### src/msli_map.svh
// Purpose: constants for the status indicator block
// Assumes: 125 MHz module clock
// Notes: times in ms, counts derived from them
`ifndef MSLI_MAP_SVH
`define MSLI_MAP_SVH
`define MSLI_CLK_KHZ 125000
`define MSLI_T_250_MS 250
`define MSLI_T_100_MS 100
`define MSLI_T_500_MS 500
`define MSLI_T_600_MS 600
`define MSLI_T_1900_MS 1900
`define MSLI_TICK_CYC (`MSLI_CLK_KHZ * 1)
`define MSLI_N_CH 4
`define MSLI_BR_OFF 2'h0
`define MSLI_BR_RED 2'h1
`define MSLI_BR_SEMI 2'h2
`define MSLI_BR_FULL 2'h3
`endif

### src/msli_pkg.sv
// Purpose: types for the status indicator block
// Assumes: nothing
// Notes: colour and mode encodings
package msli_pkg;
    typedef enum logic [1:0] {
        MSLI_OFF = 2'h0,
        MSLI_GREEN = 2'h1,
        MSLI_YELLOW = 2'h2,
        MSLI_RED = 2'h3
    } msli_colour_t;
    typedef enum logic [9:0] {
        MSLI_S_DARK = 10'h001,
        MSLI_S_INIT = 10'h002,
        MSLI_S_NORM = 10'h004,
        MSLI_S_SUPP = 10'h008,
        MSLI_S_STBY = 10'h010,
        MSLI_S_IDENT = 10'h020,
        MSLI_S_FWUP = 10'h040,
        MSLI_S_OVLD = 10'h080,
        MSLI_S_STERR = 10'h100,
        MSLI_S_INTERR = 10'h200
    } msli_state_t;
endpackage

### src/msli_phase_timer.sv
// Purpose: millisecond tick and phase counter for blink patterns
// Assumes: 125 MHz clock
// Notes: phase restarts when the pattern changes
`timescale 1ns/1ns
`default_nettype none
`include "msli_map.svh"
module msli_phase_timer (
    input wire logic clock,
    input wire logic reset,
    input wire logic restart,
    output logic [11:0] ms_count
);
    logic [16:0] div_r;
    logic tick;
    assign tick = (div_r == 17'(`MSLI_TICK_CYC - 1));
    always_ff @(posedge clock) begin
        if (reset || restart || tick) begin
            div_r <= 17'h0;
        end else begin
            div_r <= div_r + 17'h1;
        end
    end
    always_ff @(posedge clock) begin
        if (reset || restart) begin
            ms_count <= 12'h0;
        end else if (tick) begin
            ms_count <= ms_count + 12'h1;
        end
    end
endmodule
`default_nettype wire

### src/msli_status_led.sv
// Function
// RL1 - dark whenever module power is absent
// RL2 - init incomplete: yellow 0.25 s normal/reduced
// RL3 - normal operation: steady green semi bright
// RL4 - any sensor supply on: steady yellow semi
// RL5 - standby no link: green 0.1 on/1.9 off
// RL6 - identification: red 0.25 s normal/reduced
// RL7 - firmware update: red 0.1 on/0.6 off
// RL8 - overload: yellow reduced / red reduced 0.5 s
// RL9 - self-test red full; internal error red semi
// RL10 - short circuit switches off that channel only
// RL11 - per-channel readable fault report
//
// Purpose: status LED colour/brightness and sensor supply protection
// Assumes: condition inputs come from pins or other clocks
// Notes: brightness 3=full, 2=semi, 1=reduced, 0=off
`timescale 1ns/1ns
`default_nettype none
`include "msli_map.svh"
module msli_status_led
    import msli_pkg::*;
(
    input wire logic clock,
    input wire logic reset,
    input wire logic power_good,
    input wire logic init_busy,
    input wire logic standby_no_link,
    input wire logic ident_req,
    input wire logic fw_update,
    input wire logic selftest_fail,
    input wire logic internal_error,
    input wire logic [3:0] supply_enable_req,
    input wire logic [3:0] supply_short,
    input wire logic [3:0] supply_fuse_blown,
    input wire logic [3:0] fault_clear,
    output logic [1:0] led_colour,
    output logic [1:0] led_bright,
    output logic [3:0] supply_on,
    output logic [3:0] supply_fault,
    output logic overload_warn
);
    logic [18:0] s1_r, s2_r;
    msli_state_t state_r, state_nxt;
    logic [11:0] ms_count;
    logic restart;
    logic [1:0] colour_nxt, bright_nxt;
    logic [3:0] latch_off_r;

    // every condition is asynchronous to the module clock
    always_ff @(posedge clock) begin
        if (reset) begin
            s1_r <= 19'h0;
            s2_r <= 19'h0;
        end else begin
            s1_r <= {power_good, init_busy, standby_no_link, ident_req, fw_update, selftest_fail,
                     internal_error, supply_enable_req, supply_short, supply_fuse_blown};
            s2_r <= s1_r;
        end
    end

    logic pg_s, init_s, stby_s, ident_s, fw_s, st_s, ie_s;
    logic [3:0] en_s, short_s, fuse_s;
    assign {pg_s, init_s, stby_s, ident_s, fw_s, st_s, ie_s, en_s, short_s, fuse_s} = s2_r;

    // a shorted channel stays off until software acknowledges its fault
    genvar g;
    generate
        for (g = 0; g < `MSLI_N_CH; g++) begin : g_ch
            always_ff @(posedge clock) begin
                if (reset) begin
                    latch_off_r[g] <= 1'b0;
                end else if (short_s[g] || fuse_s[g]) begin
                    latch_off_r[g] <= 1'b1; // RL10
                end else if (fault_clear[g]) begin
                    latch_off_r[g] <= 1'b0;
                end
            end
            always_ff @(posedge clock) begin
                if (reset) begin
                    supply_on[g] <= 1'b0;
                    supply_fault[g] <= 1'b0;
                end else begin
                    supply_on[g] <= pg_s && en_s[g] && !latch_off_r[g] && !short_s[g]; // RL10
                    // set wins over clear
                    supply_fault[g] <= short_s[g] || fuse_s[g] || (supply_fault[g] && !fault_clear[g]); // RL11
                end
            end
        end
    endgenerate

    always_ff @(posedge clock) begin
        if (reset) begin
            overload_warn <= 1'b0;
        end else begin
            overload_warn <= |(latch_off_r | short_s | fuse_s);
        end
    end

    // priority: no power, errors, service, overload, init, standby, supply, normal
    always_comb begin
        state_nxt = MSLI_S_NORM; // RL3
        if (!pg_s) begin
            state_nxt = MSLI_S_DARK; // RL1
        end else if (st_s) begin
            state_nxt = MSLI_S_STERR; // RL9
        end else if (ie_s) begin
            state_nxt = MSLI_S_INTERR; // RL9
        end else if (fw_s) begin
            state_nxt = MSLI_S_FWUP; // RL7
        end else if (ident_s) begin
            state_nxt = MSLI_S_IDENT; // RL6
        end else if (|(latch_off_r | short_s | fuse_s)) begin
            state_nxt = MSLI_S_OVLD; // RL8
        end else if (init_s) begin
            state_nxt = MSLI_S_INIT; // RL2
        end else if (stby_s) begin
            state_nxt = MSLI_S_STBY; // RL5
        end else if (|supply_on) begin
            state_nxt = MSLI_S_SUPP; // RL4
        end
    end

    // each blink pattern restarts at its own period, so the 12-bit count never wraps mid-pattern
    function automatic logic [11:0] period_ms(input msli_state_t st);
        case (st)
            MSLI_S_INIT, MSLI_S_IDENT: period_ms = 12'(2 * `MSLI_T_250_MS);
            MSLI_S_STBY: period_ms = 12'(`MSLI_T_100_MS + `MSLI_T_1900_MS);
            MSLI_S_FWUP: period_ms = 12'(`MSLI_T_100_MS + `MSLI_T_600_MS);
            MSLI_S_OVLD: period_ms = 12'(2 * `MSLI_T_500_MS);
            default: period_ms = 12'hfff;
        endcase
    endfunction

    // the period boundary lasts one cycle, so each period is one clock longer than nominal
    assign restart = (state_nxt != state_r) || (ms_count == period_ms(state_r)); // RL5

    always_ff @(posedge clock) begin
        if (reset) begin
            state_r <= MSLI_S_DARK;
        end else begin
            state_r <= state_nxt;
        end
    end

    msli_phase_timer u_timer (
        .clock(clock),
        .reset(reset),
        .restart(restart),
        .ms_count(ms_count)
    );

    function automatic logic in_window(input logic [11:0] ms, input logic [11:0] on_ms, input logic [11:0] per_ms);
        in_window = (ms % per_ms) < on_ms;
    endfunction

    always_comb begin
        colour_nxt = 2'(MSLI_OFF);
        bright_nxt = `MSLI_BR_OFF;
        case (state_r)
            MSLI_S_DARK: begin
                colour_nxt = 2'(MSLI_OFF); // RL1
                bright_nxt = `MSLI_BR_OFF;
            end
            MSLI_S_INIT: begin
                colour_nxt = 2'(MSLI_YELLOW); // RL2
                bright_nxt = in_window(ms_count, 12'(`MSLI_T_250_MS), 12'(2 * `MSLI_T_250_MS)) ?
                             `MSLI_BR_FULL : `MSLI_BR_RED;
            end
            MSLI_S_NORM: begin
                colour_nxt = 2'(MSLI_GREEN); // RL3
                bright_nxt = `MSLI_BR_SEMI;
            end
            MSLI_S_SUPP: begin
                colour_nxt = 2'(MSLI_YELLOW); // RL4
                bright_nxt = `MSLI_BR_SEMI;
            end
            MSLI_S_STBY: begin
                colour_nxt = 2'(MSLI_GREEN); // RL5
                bright_nxt = in_window(ms_count, 12'(`MSLI_T_100_MS), 12'(`MSLI_T_100_MS + `MSLI_T_1900_MS)) ?
                             `MSLI_BR_FULL : `MSLI_BR_OFF;
            end
            MSLI_S_IDENT: begin
                colour_nxt = 2'(MSLI_RED); // RL6
                bright_nxt = in_window(ms_count, 12'(`MSLI_T_250_MS), 12'(2 * `MSLI_T_250_MS)) ?
                             `MSLI_BR_FULL : `MSLI_BR_RED;
            end
            MSLI_S_FWUP: begin
                colour_nxt = 2'(MSLI_RED); // RL7
                bright_nxt = in_window(ms_count, 12'(`MSLI_T_100_MS), 12'(`MSLI_T_100_MS + `MSLI_T_600_MS)) ?
                             `MSLI_BR_FULL : `MSLI_BR_OFF;
            end
            MSLI_S_OVLD: begin
                colour_nxt = in_window(ms_count, 12'(`MSLI_T_500_MS), 12'(2 * `MSLI_T_500_MS)) ?
                             2'(MSLI_YELLOW) : 2'(MSLI_RED); // RL8
                bright_nxt = `MSLI_BR_RED;
            end
            MSLI_S_STERR: begin
                colour_nxt = 2'(MSLI_RED); // RL9
                bright_nxt = `MSLI_BR_FULL;
            end
            MSLI_S_INTERR: begin
                colour_nxt = 2'(MSLI_RED); // RL9
                bright_nxt = `MSLI_BR_SEMI;
            end
            default: begin
                colour_nxt = 2'(MSLI_OFF);
                bright_nxt = `MSLI_BR_OFF;
            end
        endcase
    end

    always_ff @(posedge clock) begin
        if (reset) begin
            led_colour <= 2'(MSLI_OFF);
            led_bright <= `MSLI_BR_OFF;
        end else begin
            led_colour <= colour_nxt;
            led_bright <= bright_nxt;
        end
    end
endmodule
`default_nettype wire

### config.mk
export PLATFORM = sky130hd
export DESIGN_NAME = msli_status_led
export DESIGN_NICKNAME = d
export VERILOG_FILES = /design/src/msli_pkg.sv /design/src/msli_phase_timer.sv /design/src/msli_status_led.sv
export VERILOG_INCLUDE_DIRS = /design/src
export SDC_FILE = /design/constraint.sdc
export NUM_CORES = 1
export LEC_CHECK = 0
export BUFFER_PORTS_ARGS = -buffer_cell sky130_fd_sc_hd__buf_2
export CORE_UTILIZATION = 45
export CTS_CLUSTER_SIZE = 40
export DETAILED_ROUTE_END_ITERATION = 12
export PLACE_DENSITY = 0.58
export SYNTH_ARGS = -nofsm -noshare
export SYNTH_HDL_FRONTEND = slang
export SYNTH_SLANG_ARGS = --single-unit
### constraint.sdc
create_clock -name clock -period 3.2 [get_ports clock]
set_input_delay 0.64 -clock clock [delete_from_list [all_inputs] [get_ports clock]]
set_output_delay 0.64 -clock clock [all_outputs]
set_load 0.01 [all_outputs]
==> key figures <==
Worst setup path
  – Max FO, Critical Path: 8
  – WP data required: 3.48 ns
  – Worst Setup SP: u_timer.ms_count[11]
  – Setup crit start kind: flip-flop
  – Reg2reg start: u_timer.ms_count[11]
  – Worst setup EP type: flip-flop
  – Worst Setup Path Type: reg -> reg
  – Crit path arrival time: 3.23 ns

Clock network
  – PostCTS Resize Cnt: 0
  – Postcts setup bufs: 0
  – CTS tree: yes
  – Clock root cell: clkbuf_16
  – CTS max path bufs: 2
  – Cts bufs inserted: 9
  – Clk_lat worst skew: 0.34 ns
  – H-tree depth: 3
  – Clock Sinks: 94
  – CTS Hold Buffers Added: 0
  – Clock-pin slew on the worst setup and hold paths: 0.07 ns

Final layout
  – Diode count: 0
  – Final std cells w/o fill: 810
  – Utilization after layout: 52.2%
  – Share of post-route cells with drive strength above 1: 17.5%
  – Final Instance Area: 5960 µm²
  – Synth-to-Final Area Change: 13.1%
  – Final nets: 691
  – Most frequent cells in the layout: dfxtp_1, nor2_1, nand2_1
  – Most common cell after layout, fill and taps aside: dfxtp_1

GRT
  – Largest net degree at the start of global routing: 57
  – Global-route total usage across every layer: 21.5%
  – First-pass GRT wire length: 20000 µm
  – GR Overflow Total: 0
  – Antenna violations before repair: 0
  – Vias in the first global route: 4106

Die
  – Die area: 12100 µm²
  – Die Height: 110 µm
  – Die span in x: 110 µm
  – Core region area: 11400 µm²
  – FP Rows: 39
  – Io pins: 38
  – Starting Density: 46.1%

STA
  – Setup WS post-layout: 0.240 ns
  – Peak Freq: 338 MHz
  – Tcrit/Tclk final: 92.5%
  – Worst relative slew slack: 61.6%
  – Final Max Tran Viols: 0
  – Worst Skew: 0.00885 ns
  – Total negative slack: 0 ns
  – Worst slew pin tran: 0.571 ns
  – Final min period: 2.96 ns
  – RSZ-0062 raised after global routing: no
  – Fin. Hold Viols: 0
  – Final setup viols: 0

Power
  – Leak: 0.00215 µW
  – NetSw: 541 µW
  – Power Internal: 1870 µW
  – Sw Ratio: 22.5%
  – Sequential power share: 50.8%
  – Clock power share: 44.3%
  – Power share of the combinational group: 4.9%
  – Worst vdd rail ir drop: 0.371 mV
  – PD cells: 404 nW/µm²

Routing
  – Post-DRT Antenna Nets: 0
  – DR DRC count: 0
  – Via count: 4552
  – Detailed Route Iter0 Violations: 271
  – Wire per inst: 15.3 µm
  – WL final: 12400 µm
  – DR pass1 iterations: 5
  – Vias per cell: 5.62

Status
  – Status: completed

Yosys
  – Seq cells post-synth: 94
  – Syn Nets: 656
  – Top FF cell, synth: dfxtp_1
  – Synth area leaders: dfxtp_1, nor2_1, nor2b_1, xor2_1, nand2_1
  – Async SR Flop Fraction: 0%
  – Synth warn: 0
  – Cells after synthesis: 628
  – EDFF count, synth: 0
  – Mapped Area: 5270 µm²
  – Area leader, netlist: dfxtp_1
  – Yosys cell types: 82
  – Area share of the largest cell type after synthesis: 35.7%
  – Syn Area/Cell: 8.39 µm²
  – Seq/Total Area, Yosys: 35.7%

Hold path
  – HP Class: reg -> reg
  – Hold wc startpoint: s2_r[4]

Placed design
  – Dpl hpwl: 9060 µm
  – Post-Place Setup Slack: 0.105 ns
  – Placed Area: 5650 µm²
  – Placed cells: 795
  – Port bufs: 37
  – GP Congestion: 0.920

Run
  – Max Cap Viol: 0
==> kinds of logic (layout without fill, tap and decap cells) <==
family | count (synthesis) | count (layout) | synth area share, %
and+or+nand+nor | 296 | 296 | 32.3
AOI/OAI and AO/OA | 126 | 126 | 16.5
DFF | 94 | 94 | 35.7
buffers and inverters | 55 | 94 | 5.25
xor gates and xnor gates | 38 | 38 | 6.32
muxes | 14 | 14 | 2.78
adders and majority gates | 5 | 5 | 1.09
==> metal layers <==
metal | GRT usage [%] | part of all wire, % | up-vias
li1 | - | - | 2297
met1 | 28.6 | 48 | 2125
met2 | 34.8 | 45 | 111
met3 | 3.88 | 4.8 | 19
met4 | 8.27 | 1.8 | 0
met5 | 0 | 0 | -
==> Yosys cell counts, drive strengths merged, types with 6 or more instances <==
| master | instances |
|---|---|
| nor3 | 16 |
| buf | 23 |
| nor4b | 10 |
| nand2b | 21 |
| xor2 | 20 |
| nor4 | 9 |
| and3 | 8 |
| clkbuf | 21 |
| dfxtp | 94 |
| nand3 | 22 |
| a21oi | 27 |
| a31oi | 14 |
| nand2 | 44 |
| xnor2 | 18 |
| o211ai | 7 |
| nor2 | 80 |
| inv | 10 |
| o21ai | 25 |
| mux2i | 12 |
| nand4 | 9 |
| o21a | 6 |
| nor2b | 42 |
==> cell type report <==
class                   instances  area [µm²]
clock inverters                 6        68.8
clock buffers                   9         225
inverters                      11        41.3
repair buffers                 68         443
fillers                      1097        5460
flip-flops and latches         94        1880
multi-input cells             479        3120
well taps                     143         179
==> power groups by stage <==
stage,Sequential (µW),Clock (µW),Combinational [µW]
2_1_floorplan,1250,0,82.2
3_3_place_gp,1250,0,117
3_5_place_dp,1250,0,120
4_1_cts,1220,1090,120
5_1_grt,1230,1140,131
6_report,1220,1070,118
==> critical path, stage by stage, from the launching register on <==
cell and delay, ns:
dfxtp_1 0.59, inv_2 0.09, o32a_1 0.37, o2bb2ai_1 0.21, and4bb_2 0.34, nand2_2 0.10
mux2_4 0.33, or4b_1 0.49, mux2i_1 0.14, o21ai_1 0.08, a31oi_1 0.15
==> state kept, by name, indices dropped and copies added (netlist names) <==
| name | cells |
|---|---|
| latch_off_r | 4 |
| supply_on | 4 |
| overload_warn | 1 |
| u_timer.div_r | 17 |
| led_bright | 2 |
| state_r | 10 |
| s1_r | 19 |
| u_timer.ms_count | 12 |
| s2_r | 19 |
| led_colour | 2 |
| supply_fault | 4 |
==> path summary, 6_finish.rpt <==
kind / slack (ns) / cells past startpoint / end
max: 0.24 / 10 / led_bright[1]
min: 0.42 / 1 / supply_on[0]
max reg2reg: 0.24 / 10 / led_bright[1]
min reg2reg: 0.42 / 1 / supply_on[0]
==> through the flow <==
step / hold slack, ns / total power [µW]
after detailed placement: 0.415 / 1370
after global routing: 0.449 / 2500
after floorplan: 0.399 / 1330
after CTS: 0.423 / 2440
after global placement: 0.416 / 1360
final: 0.420 / 2410
No activity file was read; power rests on OpenSTA's default activity.
